<file path="config.mk">
export PLATFORM = sky130hd
export DESIGN_NAME = ojcd_counter
export DESIGN_NICKNAME = d
export VERILOG_FILES = /design/src/rtl/ojcd_pkg.sv /design/src/rtl/ojcd_counter.sv /design/src/rtl/ojcd_sync.sv
export VERILOG_INCLUDE_DIRS = /design/src /design/src/rtl
export SDC_FILE = /design/constraint.sdc
export NUM_CORES = 1
export LEC_CHECK = 0
export BUFFER_PORTS_ARGS = -buffer_cell sky130_fd_sc_hd__clkbuf_2
export CAP_MARGIN = 20
export CORE_UTILIZATION = 45
export CTS_BUF_LIST = sky130_fd_sc_hd__clkbuf_4 sky130_fd_sc_hd__clkbuf_8 sky130_fd_sc_hd__clkbuf_16
export DETAILED_ROUTE_END_ITERATION = 6
export GPL_TIMING_DRIVEN = 0
export PLACE_DENSITY = 0.68
export SLEW_MARGIN = 20
export SYNTH_ARGS = -nofsm -noshare
export SYNTH_HDL_FRONTEND = slang
export SYNTH_SLANG_ARGS = --single-unit
</file>
<file path="constraint.sdc">
create_clock -name sys_clk_in -period 1.41 [get_ports sys_clk_in]
set_input_delay 0 -clock sys_clk_in [delete_from_list [all_inputs] [get_ports sys_clk_in]]
set_output_delay 0 -clock sys_clk_in [all_outputs]
set_load 0.02 [all_outputs]
</file>
<file path="src/rtl/ojcd_consts.svh">
// Constants for the octal Johnson counter with decoded outputs.
// Assumes inclusion by its bare name from every file that needs a constant.
//
// Summary of operation
// - Four-flop twisted-ring counter walks eight states, dividing the count rate by eight.
// - Eight decoded outputs, each high only in its own state, exactly one high.
// - Decoded outputs come from the ring so they never glitch between states.
// - High clear forces state 0 regardless of count clock; carry and output 0 high.
// - With enable low, each rising count clock edge advances one state.
// - With count clock high, each falling enable edge advances one state.
// - Carry is high in states 0 to 3, low in states 4 to 7.
`ifndef OJCD_CONSTS_SVH
`define OJCD_CONSTS_SVH

// ----------------------------------------------------------------------------
// Counter geometry
// ----------------------------------------------------------------------------
`define OJCD_STAGE_W    4
`define OJCD_STAGE_MSB  3
`define OJCD_STATE_CNT  8
`define OJCD_CNT_W      3

// ----------------------------------------------------------------------------
// Reset and clear values
// ----------------------------------------------------------------------------
`define OJCD_STAGE_RST  4'h0
`define OJCD_DECODE_RST 8'h01
`define OJCD_CARRY_RST  1'h1
`define OJCD_CNT_RST    3'h0
`define OJCD_CNT_ONE    3'h1
`define OJCD_WRAP_STATE 4'h8

// ----------------------------------------------------------------------------
// Pin synchroniser lanes
// ----------------------------------------------------------------------------
`define OJCD_SYNC_W     3
`define OJCD_SYNC_RST   3'h0
`define OJCD_PIN_CLK    0
`define OJCD_PIN_EN     1
`define OJCD_PIN_CLR    2

`endif

</file>
<file path="src/rtl/ojcd_pkg.sv">
// Types shared by the octal Johnson counter design.
// Assumes ojcd_consts.svh is on the include path.
`include "ojcd_consts.svh"

package ojcd_pkg;
  typedef logic [`OJCD_STAGE_W-1:0]   ojcd_stage_t;
  typedef logic [`OJCD_STATE_CNT-1:0] ojcd_decode_t;
  typedef logic [`OJCD_SYNC_W-1:0]    ojcd_pins_t;
  typedef logic [`OJCD_CNT_W-1:0]     ojcd_cnt_t;
endpackage

</file>
<file path="src/rtl/ojcd_counter.sv">
// Octal divide-by-eight Johnson counter with eight decoded outputs and carry.
// Assumes count clock, enable and clear arrive as asynchronous pins and that
// each pin level lasts several system clock cycles.
`timescale 1ns/100ps
`include "ojcd_consts.svh"

module ojcd_counter
(
  // System clock and reset
  input  wire logic sys_clk_in,
  input  wire logic srst_in,
  // Counter pins
  input  wire logic count_clk_in,
  input  wire logic count_en_n_in,
  input  wire logic clear_in,
  // Decoded state outputs
  output logic      decoded_state_out_0,
  output logic      decoded_state_out_1,
  output logic      decoded_state_out_2,
  output logic      decoded_state_out_3,
  output logic      decoded_state_out_4,
  output logic      decoded_state_out_5,
  output logic      decoded_state_out_6,
  output logic      decoded_state_out_7,
  // Cascade output
  output logic      carry_out
);

  // --------------------------------------------------------------------------
  // Pin synchronisation
  // --------------------------------------------------------------------------
  ojcd_pkg::ojcd_pins_t pins;
  ojcd_pkg::ojcd_pins_t pins_sync;
  logic                 clk_s;
  logic                 en_n_s;
  logic                 clr_s;

  always_comb
  begin
    pins                = `OJCD_SYNC_RST;
    pins[`OJCD_PIN_CLK] = count_clk_in;
    pins[`OJCD_PIN_EN]  = count_en_n_in;
    pins[`OJCD_PIN_CLR] = clear_in;
  end

  ojcd_sync u_sync
  (
    .sys_clk_in    (sys_clk_in),
    .srst_in       (srst_in),
    .pins_in       (pins),
    .pins_sync_out (pins_sync)
  );

  assign clk_s  = pins_sync[`OJCD_PIN_CLK];
  assign en_n_s = pins_sync[`OJCD_PIN_EN];
  assign clr_s  = pins_sync[`OJCD_PIN_CLR];

  // --------------------------------------------------------------------------
  // Count event detection
  // --------------------------------------------------------------------------
  // Both the clock rising under low enable and enable falling under high clock
  // are a rise of the single term clock AND NOT enable.
  logic gate_lvl;
  logic gate_prev_reg;
  logic gate_prev_next;
  logic step;

  assign gate_lvl = clk_s & ~en_n_s;
  assign step     = gate_lvl & ~gate_prev_reg;

  always_comb
  begin
    gate_prev_next = srst_in ? 1'h0 : gate_lvl;
  end

  always_ff @(posedge sys_clk_in)
  begin
    gate_prev_reg <= gate_prev_next;
  end

  // --------------------------------------------------------------------------
  // Johnson ring, decoder and carry
  // --------------------------------------------------------------------------
  ojcd_pkg::ojcd_stage_t  stage_reg;
  ojcd_pkg::ojcd_stage_t  stage_next;
  ojcd_pkg::ojcd_decode_t decode_reg;
  ojcd_pkg::ojcd_decode_t decode_next;
  logic                   carry_reg;
  logic                   carry_next;

  // Each state is named by one adjacent pair of ring bits, so a single bit
  // change between states can never light two outputs at once.
  function automatic ojcd_pkg::ojcd_decode_t decode_f(input ojcd_pkg::ojcd_stage_t q);
    ojcd_pkg::ojcd_decode_t d;
    d    = `OJCD_DECODE_RST;
    d[0] = ~q[3] & ~q[0];
    d[1] =  q[0] & ~q[1];
    d[2] =  q[1] & ~q[2];
    d[3] =  q[2] & ~q[3];
    d[4] =  q[3] &  q[0];
    d[5] = ~q[0] &  q[1];
    d[6] = ~q[1] &  q[2];
    d[7] = ~q[2] &  q[3];
    return d;
  endfunction

  always_comb
  begin
    stage_next = stage_reg;
    if (srst_in || clr_s)
    begin
      stage_next = `OJCD_STAGE_RST;
    end
    else if (step)
    begin
      stage_next = {stage_reg[`OJCD_STAGE_MSB-1:0], ~stage_reg[`OJCD_STAGE_MSB]};
    end
    // Outputs are registered from the next ring value so they move on the
    // same edge as the ring and carry no decode hazard.
    decode_next = decode_f(stage_next);
    carry_next  = ~stage_next[`OJCD_STAGE_MSB];
  end

  always_ff @(posedge sys_clk_in)
  begin
    stage_reg  <= stage_next;
    decode_reg <= decode_next;
    carry_reg  <= carry_next;
  end

  assign decoded_state_out_0 = decode_reg[0];
  assign decoded_state_out_1 = decode_reg[1];
  assign decoded_state_out_2 = decode_reg[2];
  assign decoded_state_out_3 = decode_reg[3];
  assign decoded_state_out_4 = decode_reg[4];
  assign decoded_state_out_5 = decode_reg[5];
  assign decoded_state_out_6 = decode_reg[6];
  assign decoded_state_out_7 = decode_reg[7];
  assign carry_out           = carry_reg;

  // --------------------------------------------------------------------------
  // Checks
  // --------------------------------------------------------------------------
  // Steps taken since the ring last stood in state 0.
  ojcd_pkg::ojcd_cnt_t steps_reg;
  ojcd_pkg::ojcd_cnt_t steps_next;

  always_comb
  begin
    steps_next = steps_reg;
    if (srst_in || clr_s)
    begin
      steps_next = `OJCD_CNT_RST;
    end
    else if (step)
    begin
      steps_next = steps_reg + `OJCD_CNT_ONE;
    end
  end

  always_ff @(posedge sys_clk_in)
  begin
    steps_reg <= steps_next;
  end
endmodule

</file>
<file path="src/rtl/ojcd_sync.sv">
// Two-flop synchronisers for the asynchronous counter pins.
// Assumes one system clock and a synchronous active-high reset.
`timescale 1ns/100ps
`include "ojcd_consts.svh"

module ojcd_sync
(
  // Clock and reset
  input  wire logic              sys_clk_in,
  input  wire logic              srst_in,
  // Pins and their synchronised copies
  input  wire ojcd_pkg::ojcd_pins_t pins_in,
  output ojcd_pkg::ojcd_pins_t      pins_sync_out
);

  ojcd_pkg::ojcd_pins_t meta_reg;
  ojcd_pkg::ojcd_pins_t meta_next;
  ojcd_pkg::ojcd_pins_t sync_reg;
  ojcd_pkg::ojcd_pins_t sync_next;

  // --------------------------------------------------------------------------
  // One lane per pin; the first flop feeds only the second.
  // --------------------------------------------------------------------------
  genvar g;
  generate
    for (g = 0; g < `OJCD_SYNC_W; g++)
    begin : g_lane
      always_comb
      begin
        meta_next[g] = srst_in ? 1'h0 : pins_in[g];
        sync_next[g] = srst_in ? 1'h0 : meta_reg[g];
      end
    end
  endgenerate

  always_ff @(posedge sys_clk_in)
  begin
    meta_reg <= meta_next;
    sync_reg <= sync_next;
  end

  assign pins_sync_out = sync_reg;

endmodule

</file>
==> reports/results.txt, run 1 <==
Status - completed
Metal2 WL - 461 µm
First-pass GRT wire length - 1.71 mm
Synthesized cell area - 654 µm²
H-tree lvl count - 1
Fin. Hold Viols - 0
Worst setup EP type - register
Clock Skew - 0.00122 ns
Die area - 1610 µm²
Avg WL per Cell - 10.5 µm
Sw frac - 0.205
P_int - 0.764 mW
Worst-Margin Slew - 0.423 ns
Total negative slack - 0 ns
Post-Place Cells - 90
Final std cells w/o fill - 97
Critical Path RT - 1.64 ns
Comb power frac - 0.063
CP peak stage delay - 0.43 ns
WS Path Type - reg2reg
Synth Instances - 62
Clk Latency, worst-skew pair - 0.29 ns
HP Start - srst_in
Area share of the largest cell type after synthesis - 0.612
Netlist cell types - 20
DRT Pass-1 Iters - 4
M1 WL - 491 µm
Static Leakage - 0.315 nW
Power Density - 1180 nW/µm²
Reg-to-reg slack, setup - 0.14 ns
Syn Area/Cell - 10.6 µm²
Fillers - 120
Fmax - 790 MHz
Layout cell share with drive strength beyond 1 - 0.244
Cell family with most CP delay - simple AND/OR/NAND/NOR gates
Minimum clock period - 1.27 ns
Global Route Usage Sum - 0.168
CTS tree - yes
Die outline height - 40.1 µm
Hold endpoint - u_sync.pins_sync_out[2]
Largest register FFs - 8
Input/output buffers - 13
Initial antenna violation count - 0
Clock power frac - 0.330
Ys Warns - 0
Worst path cell trace - or3b_4 -> or3_1 -> a21oi_1
Placed wire-length estimate - 681 µm
CTS Buf Count - 3
Sink Count - 20
Cell row count - 13
Cell taking the most area after synthesis - dfxtp_1
Commonest non-fill, non-tap cell in the layout - dfxtp_1
Top-level I/O count - 14
Worst min path class - in2reg
Worst-case clock buffer depth - 2
Slew Viols, Final - 0
Drt drc - 0
Routed WL - 1.02 mm
WP buf/inv - 0
Setup bufs post-CTS - 0
Placer Congestion - 0.758
Mapped Nets - 67
Max-slew headroom - 0.718
Highest Signal Layer - met4
Critical Path AT - 1.49 ns
RSZ-0062 raised after global routing - no
Largest net degree at the start of global routing - 12
Sequential Power Share - 0.607
Die Wd - 40.1 µm
1st-iter DRT viols - 8
Most frequent cells in the layout - 20 x dfxtp_1, 13 x clkbuf_2, 7 x nand2_1
Crit-path max FO - 5
Critical R2R Launch - gate_prev_reg
Startpoint Class - register
Initial Utilization - 0.491
Slowest-stage cell, CP - or3b_4
Hold Crit Depth - 3
Post-synthesis register bit count - 20
Gr ovfl total - 0
Number of global-route vias before repair - 410
Antenna Cells - 0
Period utilization - 0.898
WHS - 0.155 ns
R2R depth - 3
Core Region - 1330 µm²
Cell depth of the worst setup path - 3
P_sw - 0.197 mW
Antenna viol nets, final - 0
Vias per cell - 5.04
Setup-failing EPs final - 0
Metal3 WL - 53 µm
CTS root buffer - clkbuf_4
Seq/Total Area, Yosys - 0.612
Clock transition at path regs - 0.10 ns
Largest cells by area after synthesis - dfxtp_1 61%, nor2b_1 5.7%, nand2_1 4.0%, o32ai_1 4.0%, a21oi_1 3.1%
Max Cap Violations - 0
Maximum VDD drop - 0.604 mV
Crit Reg-Reg Endpoint - decode_reg[1]
Via count - 489
Layout area overhead - 23.9%
Fin nets - 88
routing by layer:
metal / track usage / up-vias
li1: - / 257
met1: 0.201 / 215
met2: 0.250 / 15
met3: 0.0667 / 2
met4: 0.103 / 0
met5: 0 / -
timing repair:
item | CTS | global route
hold buffers | 3 | 0
endpoints found under the hold margin | 3 | 0
gates resized for setup | 0 | 1
endpoints found under the setup margin | 0 | 1
worst min-delay path, delay by kind of cell:
kind | cells | cell delay [ns]
buf+inv | 2 | 0.27
simple gates | 1 | 0.14
logic make-up after synthesis:
logic type / Yosys count / synth area share
AOI/OAI and AO/OA: 13 / 0.138
and+or+nand+nor: 25 / 0.228
buffers and inverters: 4 / 0.0230
DFF: 20 / 0.612
synth_stat cells:
cell,n
a211oi_1,1
a21o_1,1
a21oi_1,4
buf_1,2
clkbuf_1,2
dfxtp_1,20
nand2_1,7
nand3b_1,2
nand4_1,1
nor2_1,2
nor2b_1,6
nor3b_1,1
nor3b_2,1
o22ai_1,2
o311ai_0,1
o31ai_1,1
o32ai_1,3
or2_2,1
or3_1,3
or3b_4,1
cell type report:
cell class | count | area (µm²) | share of cell area
flip-flops and latches | 20 | 400 | 0.494
multi-input cells | 38 | 245 | 0.302
repair buffers | 16 | 95.1 | 0.117
clock buffers | 4 | 36.3 | 0.0448
well taps | 15 | 18.8 | 0.0231
plain buffers | 4 | 15.0 | 0.0185
worst max path at each step:
stage | startpoint | to | slack (ns)
after detailed placement | u_sync.pins_sync_out[0] | decode_reg[4] | 0.16
after global placement | gate_prev_reg | decode_reg[4] | 0.19
after floorplan | gate_prev_reg | decode_reg[1] | 0.23
after global routing | gate_prev_reg | decode_reg[1] | 0.07
after CTS | u_sync.pins_sync_out[0] | decode_reg[4] | 0.14
final | gate_prev_reg | decode_reg[1] | 0.14
power groups by stage:
stage / clock (mW) / sequential (mW) / combinational, mW
after CTS: 0.329 / 0.583 / 0.0587
after detailed placement: 0 / 0.596 / 0.0522
after global placement: 0 / 0.595 / 0.0519
after floorplan: 0 / 0.599 / 0.0338
after global routing: 0.360 / 0.585 / 0.0667
final: 0.317 / 0.583 / 0.0602
per-stage QoR:
stage                      util  instance area [µm²]  power [mW]  worst slack (ns)
after detailed placement  0.553                  738       0.648             0.158
final                     0.608                  811       0.960             0.144
after CTS                 0.603                  805       0.971             0.138
after global routing      0.608                  811        1.01            0.0652
after floorplan               -                  654       0.632             0.231
after global placement    0.553                  738       0.647             0.187
Power figures use the tool's default switching activity.
==> inputs of run 2 (changes only) <==
ABC_CLOCK_PERIOD_IN_PS = 1410   (was default)
CORE_UTILIZATION = 49   (was 45)
PLACE_DENSITY = 0.73   (was 0.68)
==> run 2 against run 1 <==
Register-to-register slack worse by 0.02 ns. Via count is 0.41% higher. Sequential power about the same. Utilization increased by 8.3 points. Wire length is 2.0% higher. Clock skew increased by 0.0043 ns.
==> reports/results.txt, run 2 (synthesis gave the netlist of run 1 again) <==
Worst min path class - in2reg
Via count - 491
Total negative slack - 0 ns
Period utilization - 0.911
Power consumption - 0.966 mW
Maximum VDD drop - 0.728 mV
Placer Congestion - 0.741
HP Start - srst_in
Crit Reg-Reg Endpoint - decode_reg[1]
Minimum clock period - 1.28 ns
Status - completed
CP peak stage delay - 0.43 ns
Crit-path max FO - 5
Number of global-route vias before repair - 410
Crit path from - gate_prev_reg
Min setup slack post-route - 0.125 ns
Placed wire-length estimate - 712 µm
R2R depth - 3
Top-level I/O count - 14
CTS tree - yes
Sink Count - 20
Clock transition at path regs - 0.10 ns
Hold endpoint - u_sync.pins_sync_out[1]
Setup-failing EPs final - 0
Gr ovfl total - 0
Worst setup EP type - register
1st-iter DRT viols - 11
Layout area overhead - 23.7%
Clk Latency, worst-skew pair - 0.29 ns
Reg-to-reg slack, setup - 0.13 ns
Worst-Margin Slew - 0.421 ns
Input/output buffers - 13
Antenna viol nets, final - 0
Power Density - 1190 nW/µm²
CTS Buf Count - 3
CTS root buffer - clkbuf_4
Largest register FFs - 8
Core Region - 1170 µm²
Setup bufs post-CTS - 0
Antenna Cells - 0
Initial antenna violation count - 0
Cell row count - 12
Die area - 1490 µm²
H-tree lvl count - 1
Initial Utilization - 0.559
Max-slew headroom - 0.719
Fmax - 778 MHz
Slew Viols, Final - 0
Routed WL - 1.04 mm
Clock Skew - 0.00556 ns
Worst-case clock buffer depth - 2
Die outline height - 38.5 µm
Hold Crit Depth - 3
RSZ-0062 raised after global routing - no
Critical R2R Launch - gate_prev_reg
Avg WL per Cell - 10.8 µm
Slowest-stage cell, CP - or3b_4
Fin nets - 88
Largest net degree at the start of global routing - 12
Fin. Hold Viols - 0
WS Path Type - reg2reg
Startpoint Class - register
Die Wd - 38.5 µm
Fillers - 101
Most frequent cells in the layout - 20 x dfxtp_1, 13 x clkbuf_2, 7 x nand2_1
Layout cell share with drive strength beyond 1 - 0.244
DRT Pass-1 Iters - 4
Critical Path AT - 1.51 ns
Global Route Usage Sum - 0.177
Max Cap Violations - 0
Worst path cell trace - or3b_4 -> or3_1 -> a21oi_1
Vias per cell - 5.11
First-pass GRT wire length - 1.73 mm
Commonest non-fill, non-tap cell in the layout - dfxtp_1
Static Leakage - 0.315 nW
Critical Path RT - 1.63 ns
Pre-CTS WS - 0.137 ns
Drt drc - 0
run 2: cell counts in the layout (fill, tap and decap cells not counted):
Identical to the previous run, type by type.
run 2: routing by layer:
metal	routed length, µm	up-vias	GRT usage
met5	0	-	0
met2	486	12	0.271
met3	30	2	0.0523
met1	509	214	0.207
met4	11	0	0.129
li1	-	263	-
run 2: timing repair:
item / in CTS / in global routing
hold buffers: 3 / 0
endpoints found under the hold margin: 3 / 0
gates resized for setup: 0 / 1
endpoints found under the setup margin: 0 / 1
run 2: power by group:
group          total [mW]  internal (mW)  switching [mW]
registers           0.583          0.578         0.00548
logic              0.0591         0.0285          0.0305
clock network       0.323          0.157           0.166
total               0.966          0.764           0.202
run 2: per-stage QoR:
step,util,area [µm²],cells,hold WS (ns)
3_5_place_dp,0.629,737,89,0.217
5_1_grt,0.691,810,96,0.175
3_3_place_gp,0.629,737,89,0.213
4_1_cts,0.686,803,96,0.152
6_report,0.691,810,96,0.157
2_1_floorplan,-,654,62,0.128
run 2: worst max-delay path by stage:
stage          depth (start not counted)  slack (ns)            end
2_1_floorplan                          3        0.23  decode_reg[1]
3_3_place_gp                           3        0.19  decode_reg[4]
3_5_place_dp                           3        0.14  decode_reg[4]
4_1_cts                                3        0.10  decode_reg[4]
5_1_grt                                3        0.08  decode_reg[3]
6_report                               3        0.13  decode_reg[1]
run 2: layout make-up:
class,instances,area (µm²),area share
Timing Repair Buffer,16,95.1,0.117
Tap cell,14,17.5,0.0216
Clock buffer,4,36.3,0.0448
Multi-Input combinational cell,38,245,0.303
Sequential cell,20,400,0.495
Buffer,4,15.0,0.0185
run 2: critical path: cells and delay by family, from the launching register on:
kind	cells	cell delay, ns
AO/OA/AOI/OAI	1	0.13
AND/OR/NAND/NOR	2	0.74
flip-flops	1	0.35
==> inputs of run 3 (changes only) <==
ABC_AREA = 1   (was default)
CTS_CLUSTER_SIZE = 24   (was default)
==> run 3 against run 2 <==
Sequential power increased by 3%. Synthesized cell count up 23%. Total power increased by 20%. Hold slack better by 0.25 ns. Non-clock buffer count fell by 3. Utilization shrank 3.1 points. Worst setup slack better by 0.24 ns. Clock power rose by 43%. Global-route usage is 0.55 points lower.
==> reports/results.txt, run 3 <==
Mux cell area share after synthesis - 0
Initial antenna violation count - 0
Placed wire-length estimate - 648 µm
Area share of the largest cell type after synthesis - 0.591
Ys Warns - 0
Placed Area - 756 µm²
Post-Synth XOR/XNOR Area - 0
Worst min path class - reg2reg
Global Route Usage Sum - 0.172
Initial Utilization - 0.527
Dominant synthesized flop cell - dfxtp_1
Most frequent cells in the layout - 20 x dfxtp_1, 17 x inv_1, 14 x nor2_1
Worst-Margin Slew - 0.207 ns
Worst setup EP type - register
Layout area overhead - 25.3%
Period utilization - 0.740
Slew Viols, Final - 0
WS Path Type - reg2reg
Layout cell share with drive strength beyond 1 - 0.260
Static Leakage - 0.432 nW
Top-level I/O count - 14
Sw frac - 0.210
Largest net degree at the start of global routing - 13
Most frequent cells after synthesis - 20 x dfxtp_1, 17 x inv_1, 14 x nor2_1, 9 x nand2_1, 4 x nand4_1
Finished layout cell area - 848 µm²
Post-Synth Adder-Cell Area - 0
Vias per cell - 4.28
Clock power frac - 0.400
Final std cells w/o fill - 111
Mapped Nets - 81
Seq/Total Area, Yosys - 0.591
Placer Congestion - 0.774
Antenna Cells - 0
Clock transition at path regs - 0.11 ns
Netlist cell types - 12
Core Region - 1280 µm²
Startpoint Class - register
Post-Place Cells - 103
First-pass GRT wire length - 1.68 mm
Cell taking the most area after synthesis - dfxtp_1
Power Density - 1360 nW/µm²
DRT Pass-1 Iters - 4
P_int - 0.914 mW
CTS Buf Count - 3
Simple-gate share of the synthesized area - 0.307
Maximum VDD drop - 0.822 mV
Number of global-route vias before repair - 451
Cell row count - 13
Comb power frac - 0.083
Commonest non-fill, non-tap cell in the layout - dfxtp_1
Antenna viol nets, final - 0
Synthesized cell area - 677 µm²
Minimum clock period - 1.04 ns
Clock Skew - 0.00462 ns
RSZ-0062 raised after global routing - no
Critical Path AT - 1.26 ns
H-tree lvl count - 1
Fin. Hold Viols - 0
CTS tree - yes
Synth Instances - 76
Top-count cell post-synth - dfxtp_1
Sequential Power Share - 0.517
Fmax - 959 MHz
Setup bufs post-CTS - 0
Post-synth EDFFs - 0
Syn Area/Cell - 8.91 µm²
CTS root buffer - clkbuf_4
Largest register FFs - 8
Max Cap Violations - 0
Die outline height - 39.2 µm
Via count - 475
Total negative slack - 0 ns
Main combinational cell family by area after synthesis - simple AND/OR/NAND/NOR gates
Status - completed
Worst-case clock buffer depth - 2
Die Wd - 39.2 µm
Routed WL - 973 µm
Post-synthesis register bit count - 20
Setup-failing EPs final - 0
Input/output buffers - 12
Synth Area in Compound Gates - 0
P_sw - 0.243 mW
Fin nets - 102
Avg WL per Cell - 8.77 µm
1st-iter DRT viols - 16
Die area - 1530 µm²
Drt drc - 0
Crit-path max FO - 6
Largest cells by area after synthesis - dfxtp_1 59%, inv_1 9.4%, nor2_1 7.8%, nand2_1 5.0%, nand4_1 3.7%
Sink Count - 20
Critical Path RT - 1.63 ns
Clk Latency, worst-skew pair - 0.30 ns
Max-slew headroom - 0.862
Async S/R FF share, synth - 0
Gr ovfl total - 0
-- run 3: cell types whose count changed in the layout (fill, tap and decap cells not counted), moves of 4 or more --
cell / change
nor2_1: +12
inv_1: +17
nor2b_1: -6
a21oi_1: -4
-- run 3: worst max-delay path: stages, from the launching register on --
cell	delay (ns)
dfxtp_1	0.31
inv_1	0.14
nand3_2	0.15
nand2_1	0.10
nand3_1	0.12
nand2_1	0.10
inv_1	0.04
-- run 3: layer usage --
metal,routed length (µm),vias up,part of all wire,global-route usage
li1,-,266,-,-
met3,39,4,0.040,0.0520
met4,29,0,0.030,0.129
met1,463,195,0.48,0.191
met2,441,10,0.45,0.271
met5,0,-,0,0
-- run 3: what timing repair did --
item / 4_1_cts / 5_1_grt
hold buffers: 4 / 0
resized for setup: 0 / 0
endpoints found under the hold margin: 4 / 0
-- run 3: final cells by class --
type	count	area, µm²
Fill cell	102	437
Sequential cell	20	400
Multi-Input combinational cell	38	208
Timing Repair Buffer	16	100
Inverter	17	63.8
Clock inverter	1	30.0
Clock buffer	3	22.5
Tap cell	15	18.8
Buffer	1	5.00
-- run 3: kinds of logic after synthesis --
| family | after synthesis |
|---|---|
| AND/OR/NAND/NOR | 38 |
| buffers and inverters | 18 |
| flip-flops | 20 |
-- run 3: path summary, 6_finish.rpt --
kind              slack [ns]                     from                      end  cells after the start
hold / removal          0.41       u_sync.meta_reg[2]  u_sync.pins_sync_out[2]                      2
setup reg to reg        0.37  u_sync.pins_sync_out[1]            decode_reg[0]                      6
hold reg to reg         0.41       u_sync.meta_reg[2]  u_sync.pins_sync_out[2]                      2
setup / recovery        0.37  u_sync.pins_sync_out[1]            decode_reg[0]                      6
-- run 3: per-stage QoR --
stage	hold WS [ns]	setup slack, ns	utilization	power (mW)
2_1_floorplan	0.107	0.489	-	0.676
3_3_place_gp	0.192	0.400	0.588	0.697
3_5_place_dp	0.196	0.381	0.588	0.699
4_1_cts	0.412	0.365	0.660	1.17
5_1_grt	0.432	0.245	0.660	1.20
6_report	0.409	0.367	0.660	1.16
-- run 3: power by group through the flow --
stage	registers (mW)	logic, mW	clock network, mW
final	0.598	0.0960	0.463
after global routing	0.602	0.110	0.492
after CTS	0.598	0.0965	0.471
after detailed placement	0.611	0.0877	0
after global placement	0.611	0.0863	0
after floorplan	0.625	0.0514	0
